`config.mk`:
```
export PLATFORM = sky130hd
export DESIGN_NAME = dapc_output_path_bank
export DESIGN_NICKNAME = d
export VERILOG_FILES = /design/src/design/dapc_pkg.sv /design/src/design/dapc_output_path_bank.sv
export SDC_FILE = /design/constraint.sdc
export NUM_CORES = 1
export LEC_CHECK = 0
export ABC_CLOCK_PERIOD_IN_PS = 7900
export BUFFER_PORTS_ARGS = -buffer_cell sky130_fd_sc_hd__buf_2
export CELL_PAD_IN_SITES_DETAIL_PLACEMENT = 0
export CELL_PAD_IN_SITES_GLOBAL_PLACEMENT = 1
export CORE_MARGIN = 2
export CORE_UTILIZATION = 53
export CTS_BUF_LIST = sky130_fd_sc_hd__clkbuf_16
export CTS_CLUSTER_DIAMETER = 120
export DETAILED_ROUTE_END_ITERATION = 7
export HOLD_SLACK_MARGIN = 0.1
export PLACE_DENSITY = 0.88
export SLEW_MARGIN = 30
export SYNTH_ARGS = -nofsm -noshare
export SYNTH_HDL_FRONTEND = slang
export SYNTH_SLANG_ARGS = --single-unit
export TNS_END_PERCENT = 50
```
`constraint.sdc`:
```
create_clock -name clk -period 7.9 [get_ports clk]
set_input_delay 1.975 -clock clk [delete_from_list [all_inputs] [get_ports clk]]
set_output_delay 1.975 -clock clk [all_outputs]
set_load 0.005 [all_outputs]
```
`src/design/dapc_pkg.sv`:
```
// dapc_pkg: constants, register map and carrier types of the output path config bank
package dapc_pkg;

   // ------------------------------------------------------------
   // widths
   // ------------------------------------------------------------
   localparam int DAPC_REG_W    = 16;
   localparam int DAPC_ADDR_W   = 8;
   localparam int DAPC_FRAME_W  = 24;
   localparam int DAPC_RES_W    = 18;
   localparam int DAPC_WORD_W   = 24;
   localparam int DAPC_TAG_W    = 8;
   localparam int DAPC_TEMP_W   = 10;
   localparam int DAPC_NUM_REGS = 14;
   localparam int DAPC_IDX_W    = 4;

   // ------------------------------------------------------------
   // register indices, offsets and reset values
   // ------------------------------------------------------------
   localparam logic [3:0] IDX_FMT = 4'h0, IDX_LANE = 4'h1, IDX_PCA = 4'h2, IDX_P0A = 4'h3;
   localparam logic [3:0] IDX_SHA = 4'h4, IDX_P1A = 4'h5, IDX_PCB = 4'h6, IDX_P0B = 4'h7;
   localparam logic [3:0] IDX_SHB = 4'h8, IDX_TAG = 4'h9, IDX_GTU = 4'hA, IDX_TRG = 4'hB;
   localparam logic [3:0] IDX_TMP = 4'hC, IDX_CLK = 4'hD;
   localparam logic [7:0] DAPC_OFFSET [DAPC_NUM_REGS] = '{
      8'h0D, 8'h12, 8'h13, 8'h14, 8'h15, 8'h16, 8'h18,
      8'h19, 8'h1A, 8'h1C, 8'h33, 8'h90, 8'h91, 8'hC0};
   localparam logic [15:0] FMT_RESET  = 16'h2002;
   localparam logic [15:0] LANE_RESET = 16'h0002;
   localparam logic [15:0] ZERO_RESET = 16'h0000;

   // ------------------------------------------------------------
   // field positions
   // ------------------------------------------------------------
   localparam int FMT_TWOS_BIT = 13;
   localparam int GT1_BIT      = 7;
   localparam int AVG_ON_BIT   = 6;
   localparam int AVG_DEP_LSB  = 2;
   localparam int SCR_BIT      = 3;
   localparam int LANES_LSB    = 0;
   localparam int STEP_LSB     = 4;
   localparam int KIND_LSB     = 2;
   localparam int PAT_ON_BIT   = 1;
   localparam int GT3_BIT      = 13;
   localparam int GT2_BIT      = 6;
   localparam int KEY_LSB      = 4;
   localparam int TRIG_BIT     = 14;
   localparam int LCLK_BIT     = 12;
   localparam int PREP_LSB     = 10;
   localparam int OCLK_LSB     = 7;
   localparam int SLEEP_A_BIT  = 0;
   localparam int SLEEP_B_BIT  = 1;

   // ------------------------------------------------------------
   // encodings
   // ------------------------------------------------------------
   localparam logic [1:0] KEY_OPEN     = 2'h3;
   localparam logic [2:0] LANES_2X20   = 3'h0;
   localparam logic [2:0] LANES_2X24   = 3'h2;
   localparam logic [2:0] LANES_1X20   = 3'h5;
   localparam logic [2:0] LANES_1X24   = 3'h7;
   localparam logic [1:0] KIND_RAMP    = 2'h2;
   localparam logic [1:0] KIND_ALT     = 2'h3;
   localparam logic [7:0] READ_CMD     = 8'hFE;
   localparam logic [6:0] BITS_20      = 7'h1C;  // 20 data + 8 tag
   localparam logic [6:0] BITS_24      = 7'h20;  // 24 data + 8 tag

   // ------------------------------------------------------------
   // types
   // ------------------------------------------------------------
   typedef enum logic {SER_IDLE, SER_SEND} dapc_ser_state_t;

   typedef struct packed {
      logic [DAPC_ADDR_W-1:0] addr;
      logic [DAPC_REG_W-1:0]  data;
   } dapc_frame_t;

   typedef struct packed {
      logic [DAPC_WORD_W-1:0] data;
      logic [DAPC_TAG_W-1:0]  tag;
   } dapc_lane_word_t;

endpackage : dapc_pkg

```
`src/design/dapc_output_path_bank.sv`:
```
// dapc_output_path_bank: config bank, serial config port and output word path
`timescale 1ns/100ps
//
// Contract
// - format bit: 0 straight binary, 1 twos-complement
// - averaging only while averaging-on bit set
// - depth codes 0..3 average 2,4,8,16
// - any gain trim enable turns calibration on
// - scramble: XOR output bits above the LSB with result LSB
// - lane layouts 0,2,5,7 select lanes and width
// - pattern-on replaces each channel's result with that channel's pattern
// - kind: 0/1 fixed zero, 2 ramp, 3 alternate
// - ramp advances by step plus one
// - pattern zero: low word plus shared low byte
// - pattern one: shared high byte plus high word
// - channel B has its own pattern set, but its pattern one high word is fixed at zero
// - append eight-bit tag, B high byte, A low
// - rising trigger bit loads temperature reading
// - temperature reading is ten low bits
// - three-bit averaging output clock field
// - sleep field: 0 none,1 A,2 B,3 both
module dapc_output_path_bank
   import dapc_pkg::*;
#(
   parameter int RES_W = DAPC_RES_W
) (
   // clock and reset
   input  wire logic                    clk,
   input  wire logic                    sys_rst,
   // serial configuration port (pins)
   input  wire logic                    cfg_cs_n,
   input  wire logic                    cfg_sclk,
   input  wire logic                    cfg_sdi,
   output logic                         cfg_sdo,
   // conversion results, same clock
   input  wire logic                    conv_valid,
   input  wire logic [RES_W-1:0]        conv_a,
   input  wire logic [RES_W-1:0]        conv_b,
   input  wire logic [DAPC_TEMP_W-1:0]  temp_sensor,
   // serial data lanes
   output logic                         lane_a_out,
   output logic                         lane_b_out,
   output logic                         frame_out,
   // control levels to the analog side
   output logic                         gain_trim_on,
   output logic                         init_unlocked,
   output logic                         sleep_a,
   output logic                         sleep_b,
   output logic                         lane_clock_cfg,
   output logic [1:0]                   averaging_prep,
   output logic [2:0]                   averaging_out_clock_cfg
);

   // ------------------------------------------------------------
   // pin synchronisers
   // ------------------------------------------------------------
   logic [1:0] cs_sync, sclk_sync, sdi_sync;
   logic       cs_prev, sclk_prev;

   // two stages per pin; only stage 1 output is used by logic
   always_ff @(posedge clk) begin
      if (sys_rst) begin
         cs_sync   <= 2'h3;
         sclk_sync <= 2'h0;
         sdi_sync  <= 2'h0;
         cs_prev   <= 1'b1;
         sclk_prev <= 1'b0;
      end else begin
         cs_sync   <= {cs_sync[0], cfg_cs_n};
         sclk_sync <= {sclk_sync[0], cfg_sclk};
         sdi_sync  <= {sdi_sync[0], cfg_sdi};
         cs_prev   <= cs_sync[1];
         sclk_prev <= sclk_sync[1];
      end
   end

   logic cs_act, sclk_rise, sclk_fall, frame_end;
   assign cs_act    = ~cs_sync[1];
   assign sclk_rise = cs_act & sclk_sync[1] & ~sclk_prev;
   assign sclk_fall = cs_act & ~sclk_sync[1] & sclk_prev;
   assign frame_end = cs_sync[1] & ~cs_prev;

   // ------------------------------------------------------------
   // configuration frame shifter
   // ------------------------------------------------------------
   dapc_frame_t rx_frame;
   logic [4:0]  rx_count;
   logic [DAPC_FRAME_W-1:0] rd_shift;
   logic        frame_full;
   assign frame_full = (rx_count == 5'(DAPC_FRAME_W));

   // msb first; extra bits past 24 are ignored rather than wrapping
   always_ff @(posedge clk) begin
      if (sys_rst) begin
         rx_frame <= '0;
         rx_count <= 5'h00;
      end else if (frame_end) begin
         rx_count <= 5'h00;
      end else if (sclk_rise && !frame_full) begin
         rx_frame <= {rx_frame[DAPC_FRAME_W-2:0], sdi_sync[1]};
         rx_count <= rx_count + 5'h01;
      end
   end

   // ------------------------------------------------------------
   // register file
   // ------------------------------------------------------------
   logic [DAPC_REG_W-1:0] regs [DAPC_NUM_REGS];
   logic                  hit;
   logic [DAPC_IDX_W-1:0] hit_idx;
   logic [DAPC_ADDR_W-1:0] look_addr;
   logic                  is_read_cmd;

   assign is_read_cmd = (rx_frame.addr == READ_CMD);
   // a read command names the target in its low byte
   assign look_addr = is_read_cmd ? rx_frame.data[DAPC_ADDR_W-1:0] : rx_frame.addr;

   // address decode against the offset table
   always_comb begin
      hit     = 1'b0;
      hit_idx = '0;
      for (int i = 0; i < DAPC_NUM_REGS; i++) begin
         if (DAPC_OFFSET[i] == look_addr) begin
            hit     = 1'b1;
            hit_idx = DAPC_IDX_W'(i);
         end
      end
   end

   logic wr_en, trig_rise;
   assign wr_en     = frame_end & frame_full & ~is_read_cmd & hit;
   // load on a 0 to 1 transition of the trigger bit only
   assign trig_rise = wr_en & (hit_idx == IDX_TRG) & rx_frame.data[TRIG_BIT]
                    & ~regs[IDX_TRG][TRIG_BIT];

   // writes land whole; unmapped addresses are dropped silently
   always_ff @(posedge clk) begin
      if (sys_rst) begin
         for (int i = 0; i < DAPC_NUM_REGS; i++) begin
            regs[i] <= ZERO_RESET;
         end
         regs[IDX_FMT]  <= FMT_RESET;
         regs[IDX_LANE] <= LANE_RESET;
      end else begin
         if (wr_en) begin
            regs[hit_idx] <= rx_frame.data;
         end
         // the sensor load wins over a write to the reading register
         if (trig_rise) begin
            regs[IDX_TMP] <= {{(DAPC_REG_W-DAPC_TEMP_W){1'b0}}, temp_sensor};
         end
      end
   end

   // readback: a read command loads {addr, data}, the next frame shifts it out
   always_ff @(posedge clk) begin
      if (sys_rst) begin
         rd_shift <= '0;
      end else if (frame_end) begin
         rd_shift <= (frame_full && is_read_cmd && hit) ? {look_addr, regs[hit_idx]} : '0;
      end else if (sclk_fall) begin
         rd_shift <= {rd_shift[DAPC_FRAME_W-2:0], 1'b0};
      end
   end

   always_ff @(posedge clk) begin
      if (sys_rst) begin
         cfg_sdo <= 1'b0;
      end else begin
         cfg_sdo <= cs_act & rd_shift[DAPC_FRAME_W-1];
      end
   end

   // ------------------------------------------------------------
   // control outputs
   // ------------------------------------------------------------
   always_ff @(posedge clk) begin
      if (sys_rst) begin
         gain_trim_on            <= 1'b0;
         init_unlocked           <= 1'b0;
         sleep_a                 <= 1'b0;
         sleep_b                 <= 1'b0;
         lane_clock_cfg          <= 1'b0;
         averaging_prep          <= 2'h0;
         averaging_out_clock_cfg <= 3'h0;
      end else begin
         gain_trim_on   <= regs[IDX_FMT][GT1_BIT] | regs[IDX_GTU][GT2_BIT]
                         | regs[IDX_GTU][GT3_BIT];
         // the key itself is the host's to write; the device only reports it
         init_unlocked  <= (regs[IDX_GTU][KEY_LSB+:2] == KEY_OPEN);
         sleep_a        <= regs[IDX_CLK][SLEEP_A_BIT];
         sleep_b        <= regs[IDX_CLK][SLEEP_B_BIT];
         lane_clock_cfg <= regs[IDX_CLK][LCLK_BIT];
         averaging_prep <= regs[IDX_CLK][PREP_LSB+:2];
         averaging_out_clock_cfg <= regs[IDX_CLK][OCLK_LSB+:3];
      end
   end

   // ------------------------------------------------------------
   // averaging control, shared by both channels
   // ------------------------------------------------------------
   logic       avg_on, twos, scramble;
   logic [1:0] depth;
   logic [4:0] avg_cnt, avg_last;
   logic       avg_fire;
   assign avg_on   = regs[IDX_FMT][AVG_ON_BIT];
   assign depth    = regs[IDX_FMT][AVG_DEP_LSB+:2];
   assign twos     = regs[IDX_FMT][FMT_TWOS_BIT];
   assign scramble = regs[IDX_LANE][SCR_BIT];
   // 2 << depth samples, so the last index is that minus one
   assign avg_last = 5'((5'h02 << depth) - 5'h01);
   assign avg_fire = conv_valid & (~avg_on | (avg_cnt == avg_last));

   always_ff @(posedge clk) begin
      if (sys_rst) begin
         avg_cnt <= 5'h00;
      end else if (conv_valid) begin
         avg_cnt <= (avg_fire || !avg_on) ? 5'h00 : avg_cnt + 5'h01;
      end
   end

   // per-channel pattern fields gathered for the generate loop
   logic [DAPC_REG_W-1:0]  pat_ctrl [2];
   logic [DAPC_WORD_W-1:0] pat_zero [2];
   logic [DAPC_WORD_W-1:0] pat_one  [2];
   assign pat_ctrl[0] = regs[IDX_PCA];
   assign pat_ctrl[1] = regs[IDX_PCB];
   assign pat_zero[0] = {regs[IDX_SHA][7:0], regs[IDX_P0A]};
   assign pat_zero[1] = {regs[IDX_SHB][7:0], regs[IDX_P0B]};
   assign pat_one[0]  = {regs[IDX_P1A], regs[IDX_SHA][15:8]};
   // the upper word of channel B pattern one is not held in this bank
   assign pat_one[1]  = {16'h0000, regs[IDX_SHB][15:8]};

   dapc_lane_word_t lane_word [2];

   // ------------------------------------------------------------
   // per-channel average, format, scramble, pattern and tag
   // ------------------------------------------------------------
   for (genvar c = 0; c < 2; c++) begin : g_ch
      localparam int ACC_W = RES_W + 4;
      logic signed [ACC_W-1:0] acc, sum;
      logic [RES_W-1:0]        sample, avg_res, res;
      logic [DAPC_WORD_W-1:0]  ramp, pat;
      logic                    alt_sel;

      assign sample = (c == 0) ? conv_a : conv_b;
      assign sum    = acc + ACC_W'(signed'(sample));
      // arithmetic shift divides the sum by the sample count
      // shift amount held at 3 bits so that depth 3 gives a shift of 4, not a wrap to 0
      assign avg_res = avg_on ? RES_W'(sum >>> (3'(depth) + 3'h1)) : sample;

      always_ff @(posedge clk) begin
         if (sys_rst) begin
            acc <= '0;
         end else if (conv_valid) begin
            acc <= (avg_fire || !avg_on) ? '0 : sum;
         end
      end

      // format then scramble; the LSB is left unscrambled so the receiver can undo it
      always_comb begin
         res = avg_res;
         if (!twos) begin
            res[RES_W-1] = ~res[RES_W-1];
         end
         if (scramble) begin
            res[RES_W-1:1] = res[RES_W-1:1] ^ {(RES_W-1){avg_res[0]}};
         end
      end

      // pattern state advances once per delivered sample
      always_ff @(posedge clk) begin
         if (sys_rst) begin
            ramp    <= '0;
            alt_sel <= 1'b0;
         end else if (avg_fire) begin
            ramp    <= ramp + DAPC_WORD_W'(pat_ctrl[c][STEP_LSB+:4]) + 24'h000001;
            alt_sel <= ~alt_sel;
         end
      end

      always_comb begin
         unique case (pat_ctrl[c][KIND_LSB+:2])
            KIND_RAMP: pat = ramp;
            KIND_ALT:  pat = alt_sel ? pat_one[c] : pat_zero[c];
            default:   pat = pat_zero[c];
         endcase
      end

      assign lane_word[c].data = pat_ctrl[c][PAT_ON_BIT] ? pat
                               : {res, {(DAPC_WORD_W-RES_W){1'b0}}};
      assign lane_word[c].tag  = regs[IDX_TAG][c*DAPC_TAG_W+:DAPC_TAG_W];
   end

   // ------------------------------------------------------------
   // lane serialiser
   // ------------------------------------------------------------
   dapc_ser_state_t ser_state;
   logic [63:0] sh_a;
   logic [31:0] sh_b;
   logic [6:0]  bits_left;
   logic [2:0]  lanes;
   logic        one_lane, narrow;
   logic [27:0] nar_a, nar_b;
   assign lanes    = regs[IDX_LANE][LANES_LSB+:3];
   assign one_lane = (lanes == LANES_1X20) || (lanes == LANES_1X24);
   assign narrow   = (lanes == LANES_2X20) || (lanes == LANES_1X20);
   // 20-bit mode keeps the top 20 data bits and the tag
   assign nar_a = {lane_word[0].data[23:4], lane_word[0].tag};
   assign nar_b = {lane_word[1].data[23:4], lane_word[1].tag};

   // a sample that arrives while a word is still going out is dropped
   always_ff @(posedge clk) begin
      if (sys_rst) begin
         ser_state <= SER_IDLE;
         sh_a      <= '0;
         sh_b      <= '0;
         bits_left <= 7'h00;
         frame_out <= 1'b0;
      end else begin
         frame_out <= 1'b0;
         unique case (ser_state)
            SER_IDLE: begin
               if (avg_fire) begin
                  ser_state <= SER_SEND;
                  frame_out <= 1'b1;
                  bits_left <= one_lane ? 7'((narrow ? BITS_20 : BITS_24) << 1)
                                        : (narrow ? BITS_20 : BITS_24);
                  if (one_lane) begin
                     sh_a <= narrow ? {nar_a, nar_b, 8'h00}
                                    : {lane_word[0], lane_word[1]};
                     sh_b <= '0;
                  end else begin
                     sh_a <= narrow ? {nar_a, 36'h0} : {lane_word[0], 32'h0};
                     sh_b <= narrow ? {nar_b, 4'h0} : lane_word[1];
                  end
               end
            end
            SER_SEND: begin
               sh_a      <= {sh_a[62:0], 1'b0};
               sh_b      <= {sh_b[30:0], 1'b0};
               bits_left <= bits_left - 7'h01;
               if (bits_left == 7'h01) begin
                  ser_state <= SER_IDLE;
               end
            end
         endcase
      end
   end

   // lane pins are registered copies of the shifter heads
   always_ff @(posedge clk) begin
      if (sys_rst) begin
         lane_a_out <= 1'b0;
         lane_b_out <= 1'b0;
      end else begin
         lane_a_out <= (ser_state == SER_SEND) & sh_a[63];
         lane_b_out <= (ser_state == SER_SEND) & sh_b[31];
      end
   end

endmodule : dapc_output_path_bank

```
==> results.yml, run 1 <==
critical_path:
  cp_data_required_time_ns: 8.16
  worstPathArrival_ns: 5.75
  cpMaxStageDelayCell: "o41ai_2"
  critPathMaxFanout: 18
  path_class: "flip-flop to flip-flop"
  endpoint_kind: "flip-flop"
  crit_buf_inv: 2
  crit_chain: "nand2_2, o41ai_2, nor2_1, o31ai_1, nand2b_1, nand3_1, buf_4, a41o_1, and2_1, nand2b_1, nor3_2, buf_4, or2_1"
  cp_top_family: "simple AND/OR/NAND/NOR gates"
  start_kind: "flip-flop"
  slowest_delay_ns: 0.68
yosys:
  synthTopCellsByCount: "nand2_1, nor2_1, dfxtp_1"
  synthesis.instances: 3489
  synth_cell_type_count: 95
  synth_area_leaders: "edfxtp_1, dfxtp_1, nand2_1"
  yosys_most_used_dff: "dfxtp_1"
  synth_edf_count: 256
  ys_async_sr_fraction: 0
  synth_seq_cells: 534
  synth_most_common_cell: "nand2_1"
  syn_area_per_cell_um2: 8.73
  synth_largest_type_area_fraction: 0.252
  synth.largest_area_cell: "edfxtp_1"
  ys_warn_count: 0
  yosysSeqAreaShare: 0.435
  syn_area_um2: 30500
sta:
  fin_crit_sh: 0.696
  period_minus_slack_ns: 5.50
  slew_headroom: 0.267
  clock.fmax_ghz: 0.182
  final_max_slew_viol_count: 0
  hold_viol_final: 0
  worst_pin_slew_ns: 1.10
  setup_viol: 0
  rsz0062_at_grt: "false"
  worst_clock_skew_ns: 0.0236
  fin_setup_tns_ns: 0
  hold_slack_ns: 0.421
route:
  routed_wl_um: 100000
  viasPerCell: 6.45
  ant_nets: 0
  met1_length_um: 40300
  wl_met3_um: 7660
  dr.pass1.iters: 6
  met2_length_um: 47200
  drc: 0
  post_drt_wl_per_cell_um: 23.8
  top_layer: "met5"
  vias: 27261
  drt_iter0_drc: 3345
flow_run:
  cap_violations: 0
global_route:
  grt_pass1_wl_um: 155000
  grt_start_max_net_pins: 160
  track_usage: 0.331
  antenna_found_initial: 2
  grt_overflow: 0
  grt_pass1_vias: 26100
floorplan:
  die_w_um: 244
  rows: 87
  die-area_um2: 59400
  start_util: 0.538
  die_height_um: 244
  core_area_um2: 56600
  pin_count: 66
run_status:
  run_status: "finished clean"
final_layout:
  n_fill_cell: 5063
  fin_nets: 3536
  fin_cells: 4226
  drive_above_1_share: 0.0877
  area_growth_pct: 8.53
  post-route-util: 0.584
cts:
  post_cts_resized: 0
  clk_latency_ns: 0.63
  cts_setup_buffers: 0
  cts_made_buffers: 58
  cts_tree: "built"
  hold_buffers: 0
  clockBufferDepth: 3
  clk_pin_slew_ns: 0.06
  htreeDepth: 2
  clock-sinks: 534
  cts-root-buf: "clkbuf_16"
place:
  port-buffer-count: 65
  gp_congestion: 0.940
  dp_hpwl_um: 69000
  dp_cells: 4115
power_and_ir_drop:
  power.density_nw_per_um2: 193
  power.leakage_uw: 0.0124
  ir_drop_mv: 0.182
  totalPowerFinal_uw: 6390
min_path:
  hold_class: "flip-flop to flip-flop"
==> layout make-up <==
| cell class | instances | area, um^2 | area share |
|---|---|---|---|
| sequential | 534 | 13300 | 0.401 |
| antenna | 2 | 5.00 | 0.000151 |
| clock inverter | 51 | 373 | 0.0113 |
| inverter | 59 | 221 | 0.00670 |
| tap | 756 | 946 | 0.0286 |
| multi-input combinational | 2645 | 16000 | 0.485 |
| timing repair buffer | 121 | 768 | 0.0232 |
| clock buffer | 58 | 1450 | 0.0439 |
==> through the flow <==
stage	area, um^2	setup slack (ns)
detailed placement	31200	2.17
global placement	31200	2.19
CTS	33000	2.44
finish	33100	2.40
global route	33100	2.03
floorplan	30600	2.76
==> worst register-to-register path: cells and delay by family (launching register included) <==
kind	cells	cell delay, ns
compound gates	3	1.11
simple gates	8	3.05
buf+inv	2	0.46
flops	1	0.50
==> cells in the final DEF, fill, tap and decap left out, drive strengths merged, types with 43 or more instances in the layout <==
cell type and n:
a211oi 54, clkbuf 58, dfxtp 278, nor3 66
and2 206, a21oi 269, a221oi 46, xnor2 52
ha 61, o21ai 112, o22ai 47, mux2i 49
nor2 328, nand2 474, inv 69, buf 121
edfxtp 256, a22oi 44, a31oi 43, and3 117
nand3 143, xor2 54
==> state kept, by name (all words and copies together), names as in the netlist, 5 cells and up <==
register	count
sh_b	32
g_ch.ramp	48
g_ch.acc	44
regs	256
sh_a	64
rx_count	5
bits_left	7
avg_cnt	5
rx_frame	24
rd_shift	24
==> path summary, 6_finish.rpt <==
kind              cells after the start                      start                  endpoint  slack (ns)
hold / removal                        1      cs_sync[0]$_SDFF_PP1_     cs_sync[1]$_SDFF_PP1_        0.42
hold reg to reg                       1      cs_sync[0]$_SDFF_PP1_     cs_sync[1]$_SDFF_PP1_        0.42
setup / recovery                     13  rx_frame[22]$_SDFFE_PP0P_  regs[3][2]$_SDFFCE_PN0P_        2.40
setup reg to reg                     13  rx_frame[22]$_SDFFE_PP0P_  regs[3][2]$_SDFFCE_PN0P_        2.40
==> report_power, final <==
group	switching (uW)	internal (uW)	total [uW]	leakage, uW
Combinational	453	236	689	0.00659
Sequential	71.4	2980	3050	0.00489
Clock	1180	1470	2650	0.000943
Total	1710	4680	6390	0.0124
==> kinds of logic after synthesis <==
family | synth area share
simple gates | 0.237
compound gates | 0.195
flops | 0.435
buf+inv | 0.0445
xor+xnor | 0.0305
mux | 0.0301
fa+ha+maj | 0.0277
other cells | 0.000123
==> per-layer routing <==
metal	vias to the layer above	global-route usage
li1	12522	-
met1	13121	0.436
met2	1337	0.544
met3	279	0.0420
met4	2	0.153
met5	-	0
No activity file was read; power rests on OpenSTA's default activity.
==> run 2, diff against run 1 <==
--- a/config.mk
+++ b/config.mk
@@ -5,17 +5,18 @@
 export SDC_FILE = /design/constraint.sdc
 export NUM_CORES = 1
 export LEC_CHECK = 0
-export ABC_CLOCK_PERIOD_IN_PS = 7900
+export ABC_AREA = 1
+export ABC_CLOCK_PERIOD_IN_PS = 5700
 export BUFFER_PORTS_ARGS = -buffer_cell sky130_fd_sc_hd__buf_2
 export CELL_PAD_IN_SITES_DETAIL_PLACEMENT = 0
 export CELL_PAD_IN_SITES_GLOBAL_PLACEMENT = 1
 export CORE_MARGIN = 2
-export CORE_UTILIZATION = 53
+export CORE_UTILIZATION = 47
 export CTS_BUF_LIST = sky130_fd_sc_hd__clkbuf_16
 export CTS_CLUSTER_DIAMETER = 120
 export DETAILED_ROUTE_END_ITERATION = 7
 export HOLD_SLACK_MARGIN = 0.1
-export PLACE_DENSITY = 0.88
+export PLACE_DENSITY = 0.83
 export SLEW_MARGIN = 30
 export SYNTH_ARGS = -nofsm -noshare
 export SYNTH_HDL_FRONTEND = slang
==> constraint.sdc (replaced) <==
create_clock -name clk -period 5.7 [get_ports clk]
set_input_delay 1.425 -clock clk [delete_from_list [all_inputs] [get_ports clk]]
set_output_delay 1.425 -clock clk [all_outputs]
set_load 0.005 [all_outputs]
==> run 2 against run 1 <==
Effect of this change: hold slack worse by 0.014 ns; fmax up 17%; synthesized cell count up 28%; highest routed layer is now met4; non-clock buffer count up 13; via count up 9.5%; critical path depth up 5; flip-flop and latch count unchanged; sequential share of layout area down 1.5 points; area after synthesis up 2.4%; critical path type unchanged; global-route usage down 3.4 points.
==> results.yml, run 2 <==
power_and_ir_drop:
  seqPwrFrac: 0.451
  power.density_nw_per_um2: 276
  p_clk_frac: 0.417
  power.leakage_uw: 0.0146
  internal_power_uw: 6760
  ir_drop_mv: 0.235
  switching_share: 0.286
  p_comb_frac: 0.132
  totalPowerFinal_uw: 9470
  switching_power_uw: 2700
sta:
  fin_crit_sh: 0.827
  period_minus_slack_ns: 4.71
  clock.fmax_ghz: 0.212
  rsz0062_at_grt: "false"
  slew_headroom: 0.322
  setup_viol: 0
  hold_viol_final: 0
  final_max_slew_viol_count: 0
  fin_setup_tns_ns: 0
  worst_clock_skew_ns: 0.0395
  worst_pin_slew_ns: 1.02
final_layout:
  final_cell_mix: "nand2_1, inv_1, nor2_1, nand3_1, dfxtp_1"
  final_common_cell: "nand2_1"
  largest_register: "regs"
  drive_above_1_share: 0.0688
  largest_reg_flops: 256
  reg.largest.list: "regs x256, sh_a x64, g_ch.ramp x48"
  finalInstanceArea_um2: 34300
  diodes: 0
  area_growth_pct: 9.96
  fin_nets: 4556
yosys:
  ys_async_sr_fraction: 0
  synthesis.instances: 4455
  synth_edf_count: 256
  yosys_most_used_dff: "dfxtp_1"
  synthTopCellsByCount: "nand2_1, inv_1, nor2_1"
  synth_area_leaders: "edfxtp_1, dfxtp_1, nand2_1"
  ys_warn_count: 0
  synth_seq_cells: 534
  synth_largest_type_area_fraction: 0.246
  syn_area_per_cell_um2: 7.00
  synth_most_common_cell: "nand2_1"
  synth_cell_type_count: 55
  yosysSeqAreaShare: 0.425
  syn_area_um2: 31200
  synth.largest_area_cell: "edfxtp_1"
floorplan:
  rows: 94
  core_area_um2: 65700
  start_util: 0.474
  die_height_um: 262
  die_w_um: 262
  die-area_um2: 68400
  pin_count: 66
cts:
  post_cts_resized: 0
  clk_pin_slew_ns: 0.07
  clock-sinks: 534
  cts_tree: "built"
  hold_buffers: 0
  cts_setup_buffers: 0
  clk_latency_ns: 0.67
  clockBufferDepth: 3
  htreeDepth: 2
  cts-root-buf: "clkbuf_16"
  cts_made_buffers: 60
global_route:
  track_usage: 0.297
  grt_pass1_wl_um: 158000
  grt_overflow: 0
  antenna_found_initial: 0
  grt_start_max_net_pins: 114
  grt_pass1_vias: 27270
critical_path:
  endpoint_kind: "flip-flop"
  start_kind: "flip-flop"
  cp_data_required_time_ns: 5.91
  critPathMaxFanout: 49
  path_class: "flip-flop to flip-flop"
  worstPathArrival_ns: 4.93
run_status:
  run_status: "finished clean"
route:
  ant_nets: 0
  routed_wl_um: 103000
  viasPerCell: 5.57
  dr.pass1.iters: 5
  vias: 29854
  post_drt_wl_per_cell_um: 19.2
  drc: 0
  drt_iter0_drc: 3422
min_path:
  hold_class: "flip-flop to flip-flop"
place:
  gp_congestion: 0.952
  dp_hpwl_um: 71500
  place_area_um2: 32300
  port-buffer-count: 65
flow_run:
  cap_violations: 0
run 2: cell types whose count changed after synthesis, moves of 116 or more:
cell     before   now
nor2_1      327   453
and3_1      117     1
nand2_1     470  1283
inv_1        54   526
nand3_1     143   383
and2_1      206     4
run 2: worst max-delay path: stages (launching register included):
cell	delay (ns)
dfxtp_1	0.40
nand2_1	0.11
nor2_4	0.22
nand2_2	0.17
nand2_1	0.12
nand2_1	0.12
nand2_1	0.16
inv_1	0.08
nand4_1	0.19
buf_4	0.54
inv_1	0.20
nor2_2	0.30
nand3_2	0.19
nor2_2	0.21
inv_2	0.09
nand4_4	0.13
nor2_4	0.09
nand2_2	0.34
nand2_1	0.60
run 2: logic make-up after synthesis:
family | after synthesis | synth area share
muxes | 2 | 0.000642
other | 1 | 0.000120
xor gates and xnor gates | 22 | 0.00618
DFF | 534 | 0.425
adders and majority gates | 65 | 0.0270
buffers and inverters | 781 | 0.0969
AOI/OAI and AO/OA | 639 | 0.115
and+or+nand+nor | 2411 | 0.329
run 2: worst paths after layout:
kind / startpoint / cells past startpoint / to / slack [ns]
worst min register to register: sclk_sync[0]$_SDFF_PP0_ / 2 / sclk_sync[1]$_SDFF_PP0_ / 0.41
worst max-delay path: rx_frame[18]$_SDFFE_PP0P_ / 18 / regs[4][6]$_SDFFCE_PN0P_ / 0.99
worst min-delay path: sclk_sync[0]$_SDFF_PP0_ / 2 / sclk_sync[1]$_SDFF_PP0_ / 0.41
worst max register to register: rx_frame[18]$_SDFFE_PP0P_ / 18 / regs[4][6]$_SDFFCE_PN0P_ / 0.99
run 2: layout make-up:
| cell class | instances | area [um^2] |
|---|---|---|
| Sequential cell | 534 | 13300 |
| Multi-Input combinational cell | 3171 | 15100 |
| Timing Repair Buffer | 134 | 903 |
| Tap cell | 864 | 1080 |
| Clock buffer | 60 | 1500 |
| Clock inverter | 54 | 472 |
| Fill cell | 6578 | 31500 |
| Inverter | 538 | 2020 |
run 2: layer usage:
metal / up-vias / routed length, um / track usage / share of wire
li1: 14588 / - / - / -
met1: 13985 / 47600 / 0.442 / 0.46
met2: 1122 / 44300 / 0.453 / 0.43
met3: 159 / 8210 / 0.0383 / 0.080
met4: 0 / 2520 / 0.0794 / 0.025
met5: - / 0 / 0 / 0
run 2: through the flow:
| stage | instances | utilization | worst slack (ns) | hold slack [ns] |
|---|---|---|---|---|
| finish | 5355 | 0.522 | 0.986 | 0.407 |
| floorplan | 4486 | - | 1.72 | 0.388 |
| CTS | 5355 | 0.522 | 1.13 | 0.411 |
| global placement | 5241 | 0.492 | 1.12 | 0.395 |
| detailed placement | 5241 | 0.492 | 0.989 | 0.398 |
| global route | 5355 | 0.522 | 0.777 | 0.432 |
run 2: power groups by stage:
stage	clock network (uW)	registers, uW	logic [uW]
6_report	3950	4270	1250
5_1_grt	4130	4290	1410
4_1_cts	3990	4270	1230
3_5_place_dp	0	4350	1230
3_3_place_gp	0	4350	1230
2_1_floorplan	0	4310	888
